### config.mk
export PLATFORM = sky130hd
export DESIGN_NAME = compact_timer
export DESIGN_NICKNAME = d
export VERILOG_FILES = /design/src/compact_timer_pkg.sv /design/src/compact_timer.sv
export SDC_FILE = /design/constraint.sdc
export NUM_CORES = 1
export LEC_CHECK = 0
export BUFFER_PORTS_ARGS = -buffer_cell sky130_fd_sc_hd__clkbuf_2
export CORE_MARGIN = 3
export CORE_UTILIZATION = 50
export CTS_CLUSTER_SIZE = 8
export DETAILED_ROUTE_END_ITERATION = 8
export GPL_ROUTABILITY_DRIVEN = 0
export PLACE_DENSITY = 0.75
export SLEW_MARGIN = 40
export SYNTH_ARGS = -nofsm -noshare
export SYNTH_HDL_FRONTEND = slang
export SYNTH_SLANG_ARGS = --single-unit
export TNS_END_PERCENT = 100
### constraint.sdc
create_clock -name mclk -period 2.3 [get_ports mclk]
set_input_delay 0.23 -clock mclk [delete_from_list [all_inputs] [get_ports mclk]]
set_output_delay 0.23 -clock mclk [all_outputs]
set_load 0.005 [all_outputs]
### src/compact_timer_pkg.sv
package compact_timer_pkg;

  // ********************************
  // Register map, byte addresses
  // ********************************
  localparam int ADDR_W = 5;
  localparam logic [ADDR_W-1:0] PIN_SELECT_OFS = 5'h00;
  localparam logic [ADDR_W-1:0] CONTROL0_OFS = 5'h04;
  localparam logic [ADDR_W-1:0] CONTROL1_OFS = 5'h08;
  localparam logic [ADDR_W-1:0] COUNT_LOW_OFS = 5'h0C;
  localparam logic [ADDR_W-1:0] COUNT_HIGH_OFS = 5'h10;
  localparam logic [ADDR_W-1:0] MATCH_A_LOW_OFS = 5'h14;
  localparam logic [ADDR_W-1:0] MATCH_A_HIGH_OFS = 5'h18;
  localparam logic [ADDR_W-1:0] PERIOD_OFS = 5'h1C;

  // ********************************
  // Reset values and masks
  // ********************************
  localparam logic [7:0] PIN_SELECT_RST = 8'h00;
  localparam logic [7:0] CONTROL0_RST = 8'h00;
  localparam logic [7:0] CONTROL1_RST = 8'h00;
  localparam logic [7:0] PIN_SELECT_MASK = 8'hC7;
  localparam logic [7:0] CONTROL0_MASK = 8'hF8;
  localparam int COMPACT_PIN_BIT = 2;

  // ********************************
  // Prescaler and counter low-byte terminal counts
  // ********************************
  localparam logic [1:0] SYS_DIV4_LAST = 2'h3;
  localparam logic [3:0] HIGH_DIV16_LAST = 4'hF;
  localparam logic [5:0] HIGH_DIV64_LAST = 6'h3F;
  localparam logic [7:0] LOW_BYTE_LAST = 8'hFF;

  // ********************************
  // AXI responses
  // ********************************
  localparam logic [1:0] RESP_OKAY = 2'h0;
  localparam logic [1:0] RESP_SLVERR = 2'h2;

  // ********************************
  // Field encodings
  // ********************************
  typedef enum logic [2:0] {
    CK_SYS_DIV4 = 3'h0, CK_SYS = 3'h1, CK_HIGH_DIV16 = 3'h2, CK_HIGH_DIV64 = 3'h3,
    CK_SUB_A = 3'h4, CK_SUB_B = 3'h5, CK_EXT_RISE = 3'h6, CK_EXT_FALL = 3'h7
  } clk_sel_t;

  typedef enum logic [1:0] {
    MODE_COMPARE = 2'h0, MODE_UNDEF = 2'h1, MODE_PWM = 2'h2, MODE_TIMER = 2'h3
  } mode_t;

  // Compare mode: none/low/high/toggle; PWM mode: inactive/active/pwm/undefined
  typedef enum logic [1:0] {
    OF_NONE = 2'h0, OF_LOW = 2'h1, OF_HIGH = 2'h2, OF_TOGGLE = 2'h3
  } out_fn_t;

  typedef struct packed {
    logic counterPause;
    clk_sel_t clockSelect;
    logic counterEnable;
    logic [2:0] unused;
  } control0_t;

  typedef struct packed {
    mode_t modeField;
    out_fn_t outFunction;
    logic outInitialLevel;
    logic outPolarity;
    logic dutyPeriodSwap;
    logic clearSelect;
  } control1_t;

endpackage : compact_timer_pkg

### src/compact_timer.sv
// What this block does
// - 16-bit up-counter on selected clock
// - P checks top byte, A all bits
// - separate requests for A and P matches
// - software only clears counter via enable rise
// - counter self-clears on overflow or match
// - pause holds count, resumes from it
// - three-bit select picks counter clock source
// - enable rise clears and starts; fall holds
// - enable rise restores initial output level
// - compare match drives pin low/high/toggle
// - PWM waveform appears on timer pin
// - unused timer pin released to others
// - pin-select bit 2 grants timer pin
// - match low-byte write lands in staging buffer
// - match high write also copies buffer low
// - high read captures low into buffer
// - counter read-only, match value read/write
// - control zero low bits read zero
// - mode field picks compare, PWM, timer
// - clear select picks A or P/overflow
// - out function: none, low, high, toggle
module compact_timer
  import compact_timer_pkg::*;
(
  input wire logic mclk, // 25 MHz system clock
  input wire logic arst_n, // Async reset, active low
  input wire logic highClk, // High clock, asynchronous
  input wire logic subClk, // Sub clock, asynchronous
  input wire logic extClockPin, // External count pin
  input wire logic [31:0] awaddr, // Write address
  input wire logic awvalid, // Write address valid
  output logic awready, // Write address ready
  input wire logic [31:0] wdata, // Write data
  input wire logic [3:0] wstrb, // Write strobes
  input wire logic wvalid, // Write data valid
  output logic wready, // Write data ready
  output logic [1:0] bresp, // Write response
  output logic bvalid, // Write response valid
  input wire logic bready, // Write response ready
  input wire logic [31:0] araddr, // Read address
  input wire logic arvalid, // Read address valid
  output logic arready, // Read address ready
  output logic [31:0] rdata, // Read data
  output logic [1:0] rresp, // Read response
  output logic rvalid, // Read data valid
  input wire logic rready, // Read data ready
  output logic irqMatchA, // Comparator A request pulse
  output logic irqMatchP, // Comparator P request pulse
  output logic timerPinOut, // Timer pin level
  output logic timerPinOwn // Timer owns the shared pin
);

  // ********************************
  // Register state
  // ********************************
  logic [7:0] pinSelect;
  control0_t ctl0;
  control1_t ctl1;
  logic [15:0] matchA;
  logic [7:0] period;
  logic [7:0] stageBuf;
  logic [15:0] cnt;
  logic enPrev;
  logic outLevel;

  // ********************************
  // Input synchronisers
  // ********************************
  logic [2:0] syncA;
  logic [2:0] syncB;
  logic [2:0] syncC;
  logic [1:0] sysDiv;
  logic [5:0] highDiv;

  // Two flops before use, third for edge detection
  always_ff @(posedge mclk or negedge arst_n) begin
    if (!arst_n) begin
      syncA <= 3'h0;
      syncB <= 3'h0;
      syncC <= 3'h0;
    end else begin
      syncA <= {extClockPin, subClk, highClk};
      syncB <= syncA;
      syncC <= syncB;
    end
  end

  logic highRise;
  logic subRise;
  logic extRise;
  logic extFall;
  assign highRise = syncB[0] & ~syncC[0];
  assign subRise = syncB[1] & ~syncC[1];
  assign extRise = syncB[2] & ~syncC[2];
  assign extFall = ~syncB[2] & syncC[2];

  // Free-running prescalers for the sys/4, high/16 and high/64 selections
  always_ff @(posedge mclk or negedge arst_n) begin
    if (!arst_n) begin
      sysDiv <= 2'h0;
      highDiv <= 6'h0;
    end else begin
      sysDiv <= sysDiv + 2'h1;
      if (highRise) begin
        highDiv <= highDiv + 6'h1;
      end
    end
  end

  // ********************************
  // Count source selection
  // ********************************
  logic srcTick;

  // One-cycle tick per selected source edge
  always_comb begin
    unique case (ctl0.clockSelect)
      CK_SYS_DIV4: srcTick = (sysDiv == SYS_DIV4_LAST);
      CK_SYS: srcTick = 1'b1;
      CK_HIGH_DIV16: srcTick = highRise && (highDiv[3:0] == HIGH_DIV16_LAST);
      CK_HIGH_DIV64: srcTick = highRise && (highDiv == HIGH_DIV64_LAST);
      CK_SUB_A, CK_SUB_B: srcTick = subRise;
      CK_EXT_RISE: srcTick = extRise;
      CK_EXT_FALL: srcTick = extFall;
    endcase
  end

  // ********************************
  // Comparators and clear logic
  // ********************************
  logic enStart;
  logic tick;
  logic [7:0] periodLast;
  logic aHit;
  logic pHit;
  logic clearHit;

  assign enStart = ctl0.counterEnable && !enPrev;
  // Pause and disable both freeze the count
  assign tick = srcTick && ctl0.counterEnable && !ctl0.counterPause;
  // Period zero wraps to FF, i.e. plain 16-bit overflow
  assign periodLast = period - 8'h01;
  assign pHit = tick && (cnt[15:8] == periodLast) && (cnt[7:0] == LOW_BYTE_LAST);
  assign aHit = tick && (cnt == matchA);

  // PWM clears on its period comparator, others obey clear select
  always_comb begin
    if (ctl1.modeField == MODE_PWM) begin
      clearHit = ctl1.dutyPeriodSwap ? aHit : pHit;
    end else begin
      clearHit = ctl1.clearSelect ? aHit : pHit;
    end
  end

  // Counter: cleared on enable rise, else counts and self-clears
  always_ff @(posedge mclk or negedge arst_n) begin
    if (!arst_n) begin
      cnt <= 16'h0;
      enPrev <= 1'b0;
    end else begin
      enPrev <= ctl0.counterEnable;
      if (enStart) begin
        cnt <= 16'h0;
      end else if (clearHit) begin
        cnt <= 16'h0;
      end else if (tick) begin
        cnt <= cnt + 16'h1;
      end
    end
  end

  // Requests raised on every match, whatever clears
  always_ff @(posedge mclk or negedge arst_n) begin
    if (!arst_n) begin
      irqMatchA <= 1'b0;
      irqMatchP <= 1'b0;
    end else begin
      irqMatchA <= aHit;
      irqMatchP <= pHit;
    end
  end

  // ********************************
  // Output pin
  // ********************************
  logic pwmActive;
  logic pwmLevel;

  // Duty from the comparator not used as period
  assign pwmActive = ctl1.dutyPeriodSwap ? (cnt[15:8] < period) : (cnt < matchA);

  always_comb begin
    unique case (ctl1.outFunction)
      OF_NONE: pwmLevel = ~ctl1.outInitialLevel;
      OF_LOW: pwmLevel = ctl1.outInitialLevel;
      OF_HIGH: pwmLevel = pwmActive ? ctl1.outInitialLevel : ~ctl1.outInitialLevel;
      OF_TOGGLE: pwmLevel = outLevel;
    endcase
  end

  // Compare-mode level: initial on enable rise, then per match
  always_ff @(posedge mclk or negedge arst_n) begin
    if (!arst_n) begin
      outLevel <= 1'b0;
    end else if (enStart) begin
      outLevel <= ctl1.outInitialLevel;
    end else if (aHit && ctl1.modeField == MODE_COMPARE) begin
      unique case (ctl1.outFunction)
        OF_NONE: outLevel <= outLevel;
        OF_LOW: outLevel <= 1'b0;
        OF_HIGH: outLevel <= 1'b1;
        OF_TOGGLE: outLevel <= ~outLevel;
      endcase
    end
  end

  // Pin driven only when enabled, selected and in an output mode
  always_ff @(posedge mclk or negedge arst_n) begin
    if (!arst_n) begin
      timerPinOut <= 1'b0;
      timerPinOwn <= 1'b0;
    end else begin
      timerPinOwn <= pinSelect[COMPACT_PIN_BIT] && ctl0.counterEnable
        && (ctl1.modeField == MODE_COMPARE || ctl1.modeField == MODE_PWM);
      if (ctl1.modeField == MODE_PWM) begin
        timerPinOut <= pwmLevel ^ ctl1.outPolarity;
      end else begin
        timerPinOut <= outLevel ^ ctl1.outPolarity;
      end
    end
  end

  // ********************************
  // AXI4-Lite write channel
  // ********************************
  logic awHeld;
  logic wHeld;
  logic [ADDR_W-1:0] wrAddr;
  logic wrHigh;
  logic [7:0] wrData;
  logic wrLane;
  logic wrCommit;
  logic next_awHeld;
  logic next_wHeld;

  assign wrCommit = awHeld && wHeld && !bvalid;
  assign next_awHeld = wrCommit ? 1'b0 : (awHeld || (awvalid && awready));
  assign next_wHeld = wrCommit ? 1'b0 : (wHeld || (wvalid && wready));

  // Address and data taken in either order, held till both here
  always_ff @(posedge mclk or negedge arst_n) begin
    if (!arst_n) begin
      awHeld <= 1'b0;
      wHeld <= 1'b0;
      awready <= 1'b0;
      wready <= 1'b0;
      wrAddr <= '0;
      wrHigh <= 1'b0;
      wrData <= 8'h0;
      wrLane <= 1'b0;
    end else begin
      awHeld <= next_awHeld;
      wHeld <= next_wHeld;
      awready <= !next_awHeld;
      wready <= !next_wHeld;
      if (awvalid && awready) begin
        wrAddr <= awaddr[ADDR_W-1:0];
        wrHigh <= (awaddr[31:ADDR_W] != '0);
      end
      if (wvalid && wready) begin
        wrData <= wdata[7:0];
        wrLane <= wstrb[0];
      end
    end
  end

  logic wrHit;
  logic wrEn;
  always_comb begin
    unique case (wrAddr)
      PIN_SELECT_OFS, CONTROL0_OFS, CONTROL1_OFS, COUNT_LOW_OFS, COUNT_HIGH_OFS,
      MATCH_A_LOW_OFS, MATCH_A_HIGH_OFS, PERIOD_OFS: wrHit = !wrHigh;
      default: wrHit = 1'b0;
    endcase
  end
  // Only the low lane carries register bits
  assign wrEn = wrCommit && wrHit && wrLane;

  // Response one cycle after both halves are held
  always_ff @(posedge mclk or negedge arst_n) begin
    if (!arst_n) begin
      bvalid <= 1'b0;
      bresp <= RESP_OKAY;
    end else if (wrCommit) begin
      bvalid <= 1'b1;
      bresp <= wrHit ? RESP_OKAY : RESP_SLVERR;
    end else if (bready) begin
      bvalid <= 1'b0;
    end
  end

  // ********************************
  // AXI4-Lite read channel
  // ********************************
  logic arTake;
  logic rdHit;
  logic [7:0] rdByte;
  logic next_rvalid;

  assign arTake = arvalid && arready;
  assign next_rvalid = arTake ? 1'b1 : (rvalid && !rready);

  always_comb begin
    rdHit = (araddr[31:ADDR_W] == '0);
    unique case (araddr[ADDR_W-1:0])
      PIN_SELECT_OFS: rdByte = pinSelect & PIN_SELECT_MASK;
      CONTROL0_OFS: rdByte = ctl0 & CONTROL0_MASK;
      CONTROL1_OFS: rdByte = ctl1;
      COUNT_LOW_OFS, MATCH_A_LOW_OFS: rdByte = stageBuf;
      COUNT_HIGH_OFS: rdByte = cnt[15:8];
      MATCH_A_HIGH_OFS: rdByte = matchA[15:8];
      PERIOD_OFS: rdByte = period;
      default: begin
        rdByte = 8'h0;
        rdHit = 1'b0;
      end
    endcase
  end

  // Read answered the cycle after the address is taken
  always_ff @(posedge mclk or negedge arst_n) begin
    if (!arst_n) begin
      rvalid <= 1'b0;
      arready <= 1'b0;
      rdata <= 32'h0;
      rresp <= RESP_OKAY;
    end else begin
      rvalid <= next_rvalid;
      arready <= !next_rvalid;
      if (arTake) begin
        rdata <= {24'h0, rdHit ? rdByte : 8'h0};
        rresp <= rdHit ? RESP_OKAY : RESP_SLVERR;
      end
    end
  end

  // ********************************
  // Software registers
  // ********************************

  // Control and compare storage; counter has no write path
  always_ff @(posedge mclk or negedge arst_n) begin
    if (!arst_n) begin
      pinSelect <= PIN_SELECT_RST;
      ctl0 <= control0_t'(CONTROL0_RST);
      ctl1 <= control1_t'(CONTROL1_RST);
      matchA <= 16'h0;
      period <= 8'h0;
    end else if (wrEn) begin
      unique case (wrAddr)
        PIN_SELECT_OFS: pinSelect <= wrData & PIN_SELECT_MASK;
        CONTROL0_OFS: ctl0 <= control0_t'(wrData & CONTROL0_MASK);
        CONTROL1_OFS: ctl1 <= control1_t'(wrData);
        MATCH_A_HIGH_OFS: matchA <= {wrData, stageBuf};
        PERIOD_OFS: period <= wrData;
        default: ;
      endcase
    end
  end

  // Staging buffer; a write beats a same-cycle read capture
  always_ff @(posedge mclk or negedge arst_n) begin
    if (!arst_n) begin
      stageBuf <= 8'h0;
    end else if (wrEn && wrAddr == MATCH_A_LOW_OFS) begin
      stageBuf <= wrData;
    end else if (arTake && rdHit && araddr[ADDR_W-1:0] == COUNT_HIGH_OFS) begin
      stageBuf <= cnt[7:0];
    end else if (arTake && rdHit && araddr[ADDR_W-1:0] == MATCH_A_HIGH_OFS) begin
      stageBuf <= matchA[7:0];
    end
  end

  // ********************************
  // Assertions
  // ********************************
  enable_clear_a: assert property (@(posedge mclk) disable iff (!arst_n)
    enStart |=> (cnt == 16'h0)) else $error("Counter not cleared on enable rise");

  pause_hold_a: assert property (@(posedge mclk) disable iff (!arst_n)
    (ctl0.counterPause && !enStart) |=> (cnt == $past(cnt))) else $error("Counter moved while paused");

  off_hold_a: assert property (@(posedge mclk) disable iff (!arst_n)
    !ctl0.counterEnable |=> $stable(cnt)) else $error("Counter moved while off");

  count_step_a: assert property (@(posedge mclk) disable iff (!arst_n)
    (tick && !clearHit && !enStart) |=> (cnt == $past(cnt) + 16'h1)) else $error("Counter did not step");

  match_clear_a: assert property (@(posedge mclk) disable iff (!arst_n)
    (clearHit && !enStart) |=> (cnt == 16'h0)) else $error("Counter not cleared on match");

  request_p_a: assert property (@(posedge mclk) disable iff (!arst_n)
    pHit |=> irqMatchP ##1 (!irqMatchP || $past(pHit))) else $error("Period request wrong");

  request_a_a: assert property (@(posedge mclk) disable iff (!arst_n)
    irqMatchA |-> $past(aHit)) else $error("Match request without match");

  compare_high_a: assert property (@(posedge mclk) disable iff (!arst_n)
    (aHit && !enStart && ctl1.modeField == MODE_COMPARE && ctl1.outFunction == OF_HIGH)
      |=> outLevel) else $error("Compare high not applied");

  initial_level_a: assert property (@(posedge mclk) disable iff (!arst_n)
    enStart |=> (outLevel == $past(ctl1.outInitialLevel))) else $error("Initial level not restored");

  pin_release_a: assert property (@(posedge mclk) disable iff (!arst_n)
    (!ctl0.counterEnable || ctl1.modeField == MODE_TIMER) |=> !timerPinOwn) else $error("Pin kept while unused");

  high_write_a: assert property (@(posedge mclk) disable iff (!arst_n)
    (wrEn && wrAddr == MATCH_A_HIGH_OFS) |=> (matchA[7:0] == $past(stageBuf))) else $error("Buffer not copied");

  write_resp_a: assert property (@(posedge mclk) disable iff (!arst_n)
    wrCommit |=> bvalid) else $error("Write response missing");

  read_stable_a: assert property (@(posedge mclk) disable iff (!arst_n)
    (rvalid && !rready) |=> (rvalid && $stable(rdata))) else $error("Read data changed early");

endmodule : compact_timer

==> results of run 1 <==
-- metal layers --
layer | vias to the layer above | track usage, %
met1 | 2613 | 30.72
met5 | - | 0
met2 | 252 | 38.56
met3 | 44 | 5.641
met4 | 0 | 7.861
li1 | 2438 | -
-- sequential cells by signal, summed over array words and instances, names as in the netlist, 5 cells and up --
register / count
rdata: 8
matchA: 16
highDiv: 6
ctl1: 8
wrData: 8
period: 8
cnt: 16
stageBuf: 8
pinSelect: 5
wrAddr: 5
ctl0: 5
-- cell families after synthesis --
| group | count (synthesis) |
|---|---|
| simple gates | 167 |
| flops | 121 |
| compound gates | 91 |
| mux | 89 |
| buf+inv | 77 |
| fa+ha+maj | 28 |
| xor+xnor | 26 |
| other cells | 1 |
-- power by group --
part           internal [mW]  switching, mW  total, mW
combinational           1.25           1.18       2.44
sequential              2.71          0.708       3.42
clock                   1.64           1.10       2.74
-- critical path, delay by kind of cell (launching register included) --
family / cells / cell delay, ns
compound gates: 5 / 1.25
xor+xnor: 1 / 0.17
fa+ha+maj: 1 / 0.30
buf+inv: 1 / 0.05
flops: 1 / 0.36
-- final cells by class --
class	count	area [sq um]
clock inverter	15	180.2
tap	172	215.2
timing repair buffer	152	919.6
clock buffer	17	425.4
fill	926	4541
sequential	121	3034
inverter	35	131.4
multi-input combinational	428	3327
-- what timing repair did --
action                                  CTS  global route
endpoints found under the hold margin    30             0
resized for setup                         2            15
cloned                                    0             1
pin swaps                                 1             9
setup buffers                             0             8
hold buffers                              5             0
endpoints found under the setup margin    1            16
-- cells in the mapped netlist (9+ instances only) --
| master | instances | area (sq um) |
|---|---|---|
| dfrtp_1 | 121 | 3028 |
| nor2b_1 | 12 | 75.07 |
| buf_2 | 10 | 50.05 |
| mux2_2 | 69 | 777.0 |
| o21ai_0 | 31 | 155.2 |
| xor2_1 | 16 | 140.1 |
| nor2_1 | 30 | 112.6 |
| xnor2_1 | 10 | 87.58 |
| a21oi_1 | 21 | 105.1 |
| nand4_1 | 15 | 93.84 |
| nand3_1 | 9 | 45.04 |
| a211oi_1 | 14 | 105.1 |
| buf_4 | 26 | 195.2 |
| ha_1 | 28 | 350.3 |
| nand2_1 | 37 | 138.9 |
| inv_1 | 35 | 131.4 |
| mux2i_1 | 15 | 150.1 |
| nor4_1 | 16 | 100.1 |
-- worst paths after layout --
check | start | endpoint | cells past startpoint
worst max-delay path | matchA[5] | timerPinOut | 8
worst min-delay path | rready | rvalid | 2
worst max register to register | matchA[5] | timerPinOut | 8
worst min register to register | syncA[2] | syncB[2] | 0
max in group asynchronous | arst_n | cnt[6] | 3
min in group asynchronous | arst_n | syncA[1] | 2
==> results.py, run 1 <==
metrics = {
    "worst_setup_path": {
        "critPathCaptureType": "flip-flop",
        "cp-start-kind": "flip-flop",
        "reg2reg_slack_ns": 0.08,
        "slowest_delay_ns": 0.36,
        "arrival_ns": 2.56,
        "cp_data_required_time_ns": 2.64,
        "cp_cell_sequence": "inv_1 > ha_1 > a21oi_1 > o21ai_1 > a221o_1 > a311o_1 > a311oi_2 > xor2_1",
        "worst-setup-path-type": "reg -> reg",
        "crit_fanout": 3,
        "cp_slowest_cell": "dfrtp_1",
    },
    "logic_synthesis": {
        "synth_top_family_by_area": "multiplexers",
        "synth_seq_area_share_pct": 45.85,
        "synth_xor_area_share_pct": 3.448,
        "synthMuxAreaShare_pct": 15.74,
        "yosysWarnings": 0,
        "synthCells": 600,
        "netlist_area_sq_um": 6604,
        "synth_compound_area_share_pct": 9.189,
        "synth_cell_types": 62,
        "synth-edff-count": 0,
        "synth-simple-area-share_pct": 14.25,
        "synthFlopType": "dfrtp_1",
        "synth-seq-cells": 121,
        "async_flop_share_pct": 100.0,
        "syn_avg_cell_area_sq_um": 11.01,
        "synthAdderAreaFrac_pct": 5.305,
    },
    "routing": {
        "dr.pass1.iters": 7,
        "wl_met3_mm": 1.205,
        "vias": 5347,
        "routed.top_layer": "met4",
        "wl_per_cell_um": 18.15,
        "drt-initial-drc-count": 482,
        "routed_via_density": 5.688,
        "dr_wl_met2_mm": 8.376,
        "routed_wl_mm": 17.06,
        "antenna_left": 0,
        "wl_met1_mm": 7.088,
        "drc_errors": 0,
    },
    "global_routing": {
        "track_usage_pct": 23.51,
        "first_global_vias": 5352,
        "antenna_found_initial": 0,
        "grt_max_degree": 61,
        "grt_overflow": 0,
        "grt_pass1_wl_mm": 26.72,
    },
    "die": {
        "core_sq_um": 12770,
        "initial_core_util_pct": 51.70,
        "io_pins": 155,
        "dieArea_sq_um": 14620,
        "die_h_um": 120.9,
        "dieWidth_um": 120.9,
        "core.rowCount": 41,
    },
    "power_and_ir_drop": {
        "power_mw": 8.594,
        "power_leakage_nw": 3.920,
        "ir_drop_mv": 0.8332,
        "power_density_nw_per_um2": 1044,
    },
    "cells_and_area": {
        "layout_commonest_cell": "dfrtp_1",
        "antenna_cells": 0,
        "nNetsFinal": 893,
        "fin_area_sq_um": 8233,
        "finalCoreUtilization_pct": 64.45,
        "syn_to_final_growth_pct": 24.67,
        "drive_above_1_share_pct": 36.46,
        "final_cell_mix": "dfrtp_1 (116), clkbuf_2 (100), mux2_2 (69)",
        "layout.cells.non_filler": 940,
    },
    "cts": {
        "clk_latency_ns": 0.42,
        "numCtsBuffers": 17,
        "root_buffer": "clkbuf_16",
        "h-tree-depth": 4,
        "clk_pin_slew_ns": 0.06,
        "clock_sinks": 121,
        "cts_tree": "done",
        "cts_max_path_buffers": 2,
    },
    "worst_hold_path": {
        "hold_path_class": "in -> reg",
    },
    "run_status": {
        "status": "finished clean",
    },
    "timing": {
        "hold_viol_final": 0,
        "setup_ws_ns": 0.07690,
        "fmax_mhz": 449.8,
        "fin_skew_ns": 0.01313,
        "fin_setup_tns_ns": 0,
        "post-route-period-util_pct": 96.66,
        "whs_ns": 0.02617,
        "slew_headroom_pct": 48.85,
        "setup_viol": 0,
        "period_minus_slack_ns": 2.223,
        "drv_slew": 0,
        "worstMarginPinSlew_ns": 0.7459,
        "rsz0062_at_grt": "true",
    },
    "job": {
        "maxCapViolCount": 0,
    },
    "placed_design": {
        "placed_cells": 894,
        "dp_hpwl_mm": 12.26,
        "preCtsSetupSlack_ns": -0.009529,
        "dpl_cell_area_sq_um": 7443,
        "port_buffers": 101,
    },
}
(Power assumes the default switching activity.)
==> run 2: changes to the inputs <==
SETUP_SLACK_MARGIN = 0.4   (was not set)
==> results.py, run 2 (same netlist as run 1, synthesis figures left out) <==
metrics = {
    "die": {
        "dieArea_sq_um": 14620,
        "dieWidth_um": 120.9,
        "core_sq_um": 12770,
        "io_pins": 155,
        "die_h_um": 120.9,
        "initial_core_util_pct": 51.70,
        "core.rowCount": 41,
    },
    "cts": {
        "h-tree-depth": 4,
        "numCtsBuffers": 17,
        "cts_tree": "done",
        "clk_latency_ns": 0.42,
        "root_buffer": "clkbuf_16",
        "clock_sinks": 121,
        "cts_max_path_buffers": 2,
        "clk_pin_slew_ns": 0.06,
    },
    "global_routing": {
        "grt_overflow": 0,
        "top_usage_layer": "met2",
        "grt_pass1_wl_mm": 27.90,
        "globalRouteMet1Util_pct": 30.96,
        "met3_usage_pct": 6.154,
        "track_usage_pct": 24.50,
        "antenna_found_initial": 0,
        "use_met2_pct": 40.74,
        "first_global_vias": 5519,
        "grt_max_degree": 81,
    },
    "routing": {
        "vias": 5358,
        "dr.pass1.iters": 5,
        "routed_wl_mm": 17.57,
        "wl_per_cell_um": 18.48,
        "routed_via_density": 5.634,
        "drc_errors": 0,
        "drt-initial-drc-count": 381,
        "antenna_left": 0,
    },
    "power_and_ir_drop": {
        "power_frac_seq_pct": 38.9,
        "pwr-share-comb_pct": 30.4,
        "power_density_nw_per_um2": 1037,
        "intPower_mw": 5.742,
        "switching_share_pct": 35.38,
        "power_leakage_nw": 4.002,
        "power.clock.fraction_pct": 30.7,
        "ir_drop_mv": 0.8667,
        "switching_power_mw": 3.144,
    },
    "placed_design": {
        "port_buffers": 101,
        "dp_hpwl_mm": 12.02,
    },
    "worst_setup_path": {
        "critPathCaptureType": "flip-flop",
        "cp_data_required_time_ns": 2.60,
        "worst-setup-path-type": "reg -> reg",
        "critical-path-top-delay-family": "simple AND/OR/NAND/NOR gates",
        "r2r_end": "cnt[7]",
        "cp_cell_sequence": "nor3_2 > nand2_1 > or4_4 > a211oi_4 > nor2b_4 > a21o_4 > nor2_1",
        "crit_fanout": 6,
        "reg2reg_slack_ns": 0.12,
        "cp_num_buf_inv": 0,
        "r2r-start": "period[1]",
        "cp-start-kind": "flip-flop",
        "ff2ff_path_depth": 7,
        "slowest_delay_ns": 0.50,
        "cp_slowest_cell": "or4_4",
        "arrival_ns": 2.49,
    },
    "run_status": {
        "status": "finished clean",
    },
    "timing": {
        "setup_viol": 0,
        "fmax_mhz": 457.9,
        "fin_setup_tns_ns": 0,
        "rsz0062_at_grt": "true",
        "post-route-period-util_pct": 94.95,
        "slew_headroom_pct": 49.60,
        "period_minus_slack_ns": 2.184,
        "whs_ns": 0.02693,
        "drv_slew": 0,
        "worstMarginPinSlew_ns": 0.7350,
        "fin_skew_ns": 0.007743,
        "hold_viol_final": 0,
    },
    "cells_and_area": {
        "drive_above_1_share_pct": 42.36,
        "nNetsFinal": 904,
        "n_fill_cell": 896,
        "top_regs": "cnt x16, matchA x16",
        "seqCellArea_sq_um": 3037,
        "antenna_cells": 0,
        "final_cell_mix": "dfrtp_1 (114), clkbuf_2 (100), mux2_2 (69)",
        "layout_commonest_cell": "dfrtp_1",
        "multiInputGateArea_sq_um": 3560,
        "syn_to_final_growth_pct": 29.78,
        "finalCoreUtilization_pct": 67.10,
    },
    "worst_hold_path": {
        "min_path_cells": 2,
        "hold_path_class": "in -> reg",
        "min_to": "rvalid",
        "hp-start": "rready",
    },
    "job": {
        "maxCapViolCount": 0,
    },
}
[run 2: changes by cell type in the layout (fill, tap and decap cells not counted), moves of 4 or more]
cell    previous run  this run
buf_4             45        51
buf_6              1         6
ha_1              27        22
ha_4               1         5
inv_1             35        29
inv_2              0         5
nor2_1            30        24
nor2_2             0         6
[run 2: worst max path at each step]
stage	end	cells past startpoint	slack (ns)	from
2_1_floorplan	timerPinOut	7	0.28	cnt[14]
3_3_place_gp	cnt[9]	9	0.16	period[1]
3_5_place_dp	cnt[11]	9	0.09	period[0]
4_1_cts	cnt[0]	7	0.17	period[1]
5_1_grt	cnt[7]	9	0.01	highDiv[0]
6_report	cnt[7]	7	0.12	period[1]
[run 2: what timing repair did]
action / in CTS / in global routing
endpoints found under the setup margin: 68 / 52
hold buffers: 5 / 0
buffers inserted: 22 / 5
gates resized for setup: 46 / 20
pin swaps: 20 / 17
gates cloned: 1 / 0
hold endpoints to repair: 125 / 0
[run 2: area by class of cell]
| class | count | share of cell area [%] |
|---|---|---|
| clock buffer | 17 | 4.964 |
| clock inverter | 15 | 2.088 |
| inverter | 35 | 1.562 |
| multi-input combinational | 428 | 41.53 |
| sequential | 121 | 35.43 |
| tap | 172 | 2.511 |
| timing repair buffer | 163 | 11.91 |
[run 2: per-stage QoR]
step | instances | total power, mW | area (sq um) | setup slack, ns
after floorplan | 625 | 4.818 | 6728 | 0.2805
final | 951 | 8.885 | 8571 | 0.1162
after global placement | 886 | 5.492 | 7413 | 0.1575
after CTS | 946 | 8.728 | 8438 | 0.1746
after global routing | 951 | 9.327 | 8571 | 0.01178
after detailed placement | 886 | 5.652 | 7413 | 0.09314
[run 2: routing by layer]
layer | up-vias | share of wire, %
met3 | 54 | 7.3
met4 | 0 | 3.2
met5 | - | 0
met2 | 250 | 50
li1 | 2447 | -
met1 | 2607 | 40
[run 2: power by group through the flow]
stage | sequential [mW] | combinational (mW) | clock, mW
floorplan | 3.14 | 1.68 | 0
global placement | 3.36 | 2.13 | 0
detailed placement | 3.41 | 2.24 | 0
CTS | 3.42 | 2.56 | 2.75
global route | 3.53 | 2.95 | 2.85
finish | 3.45 | 2.70 | 2.73
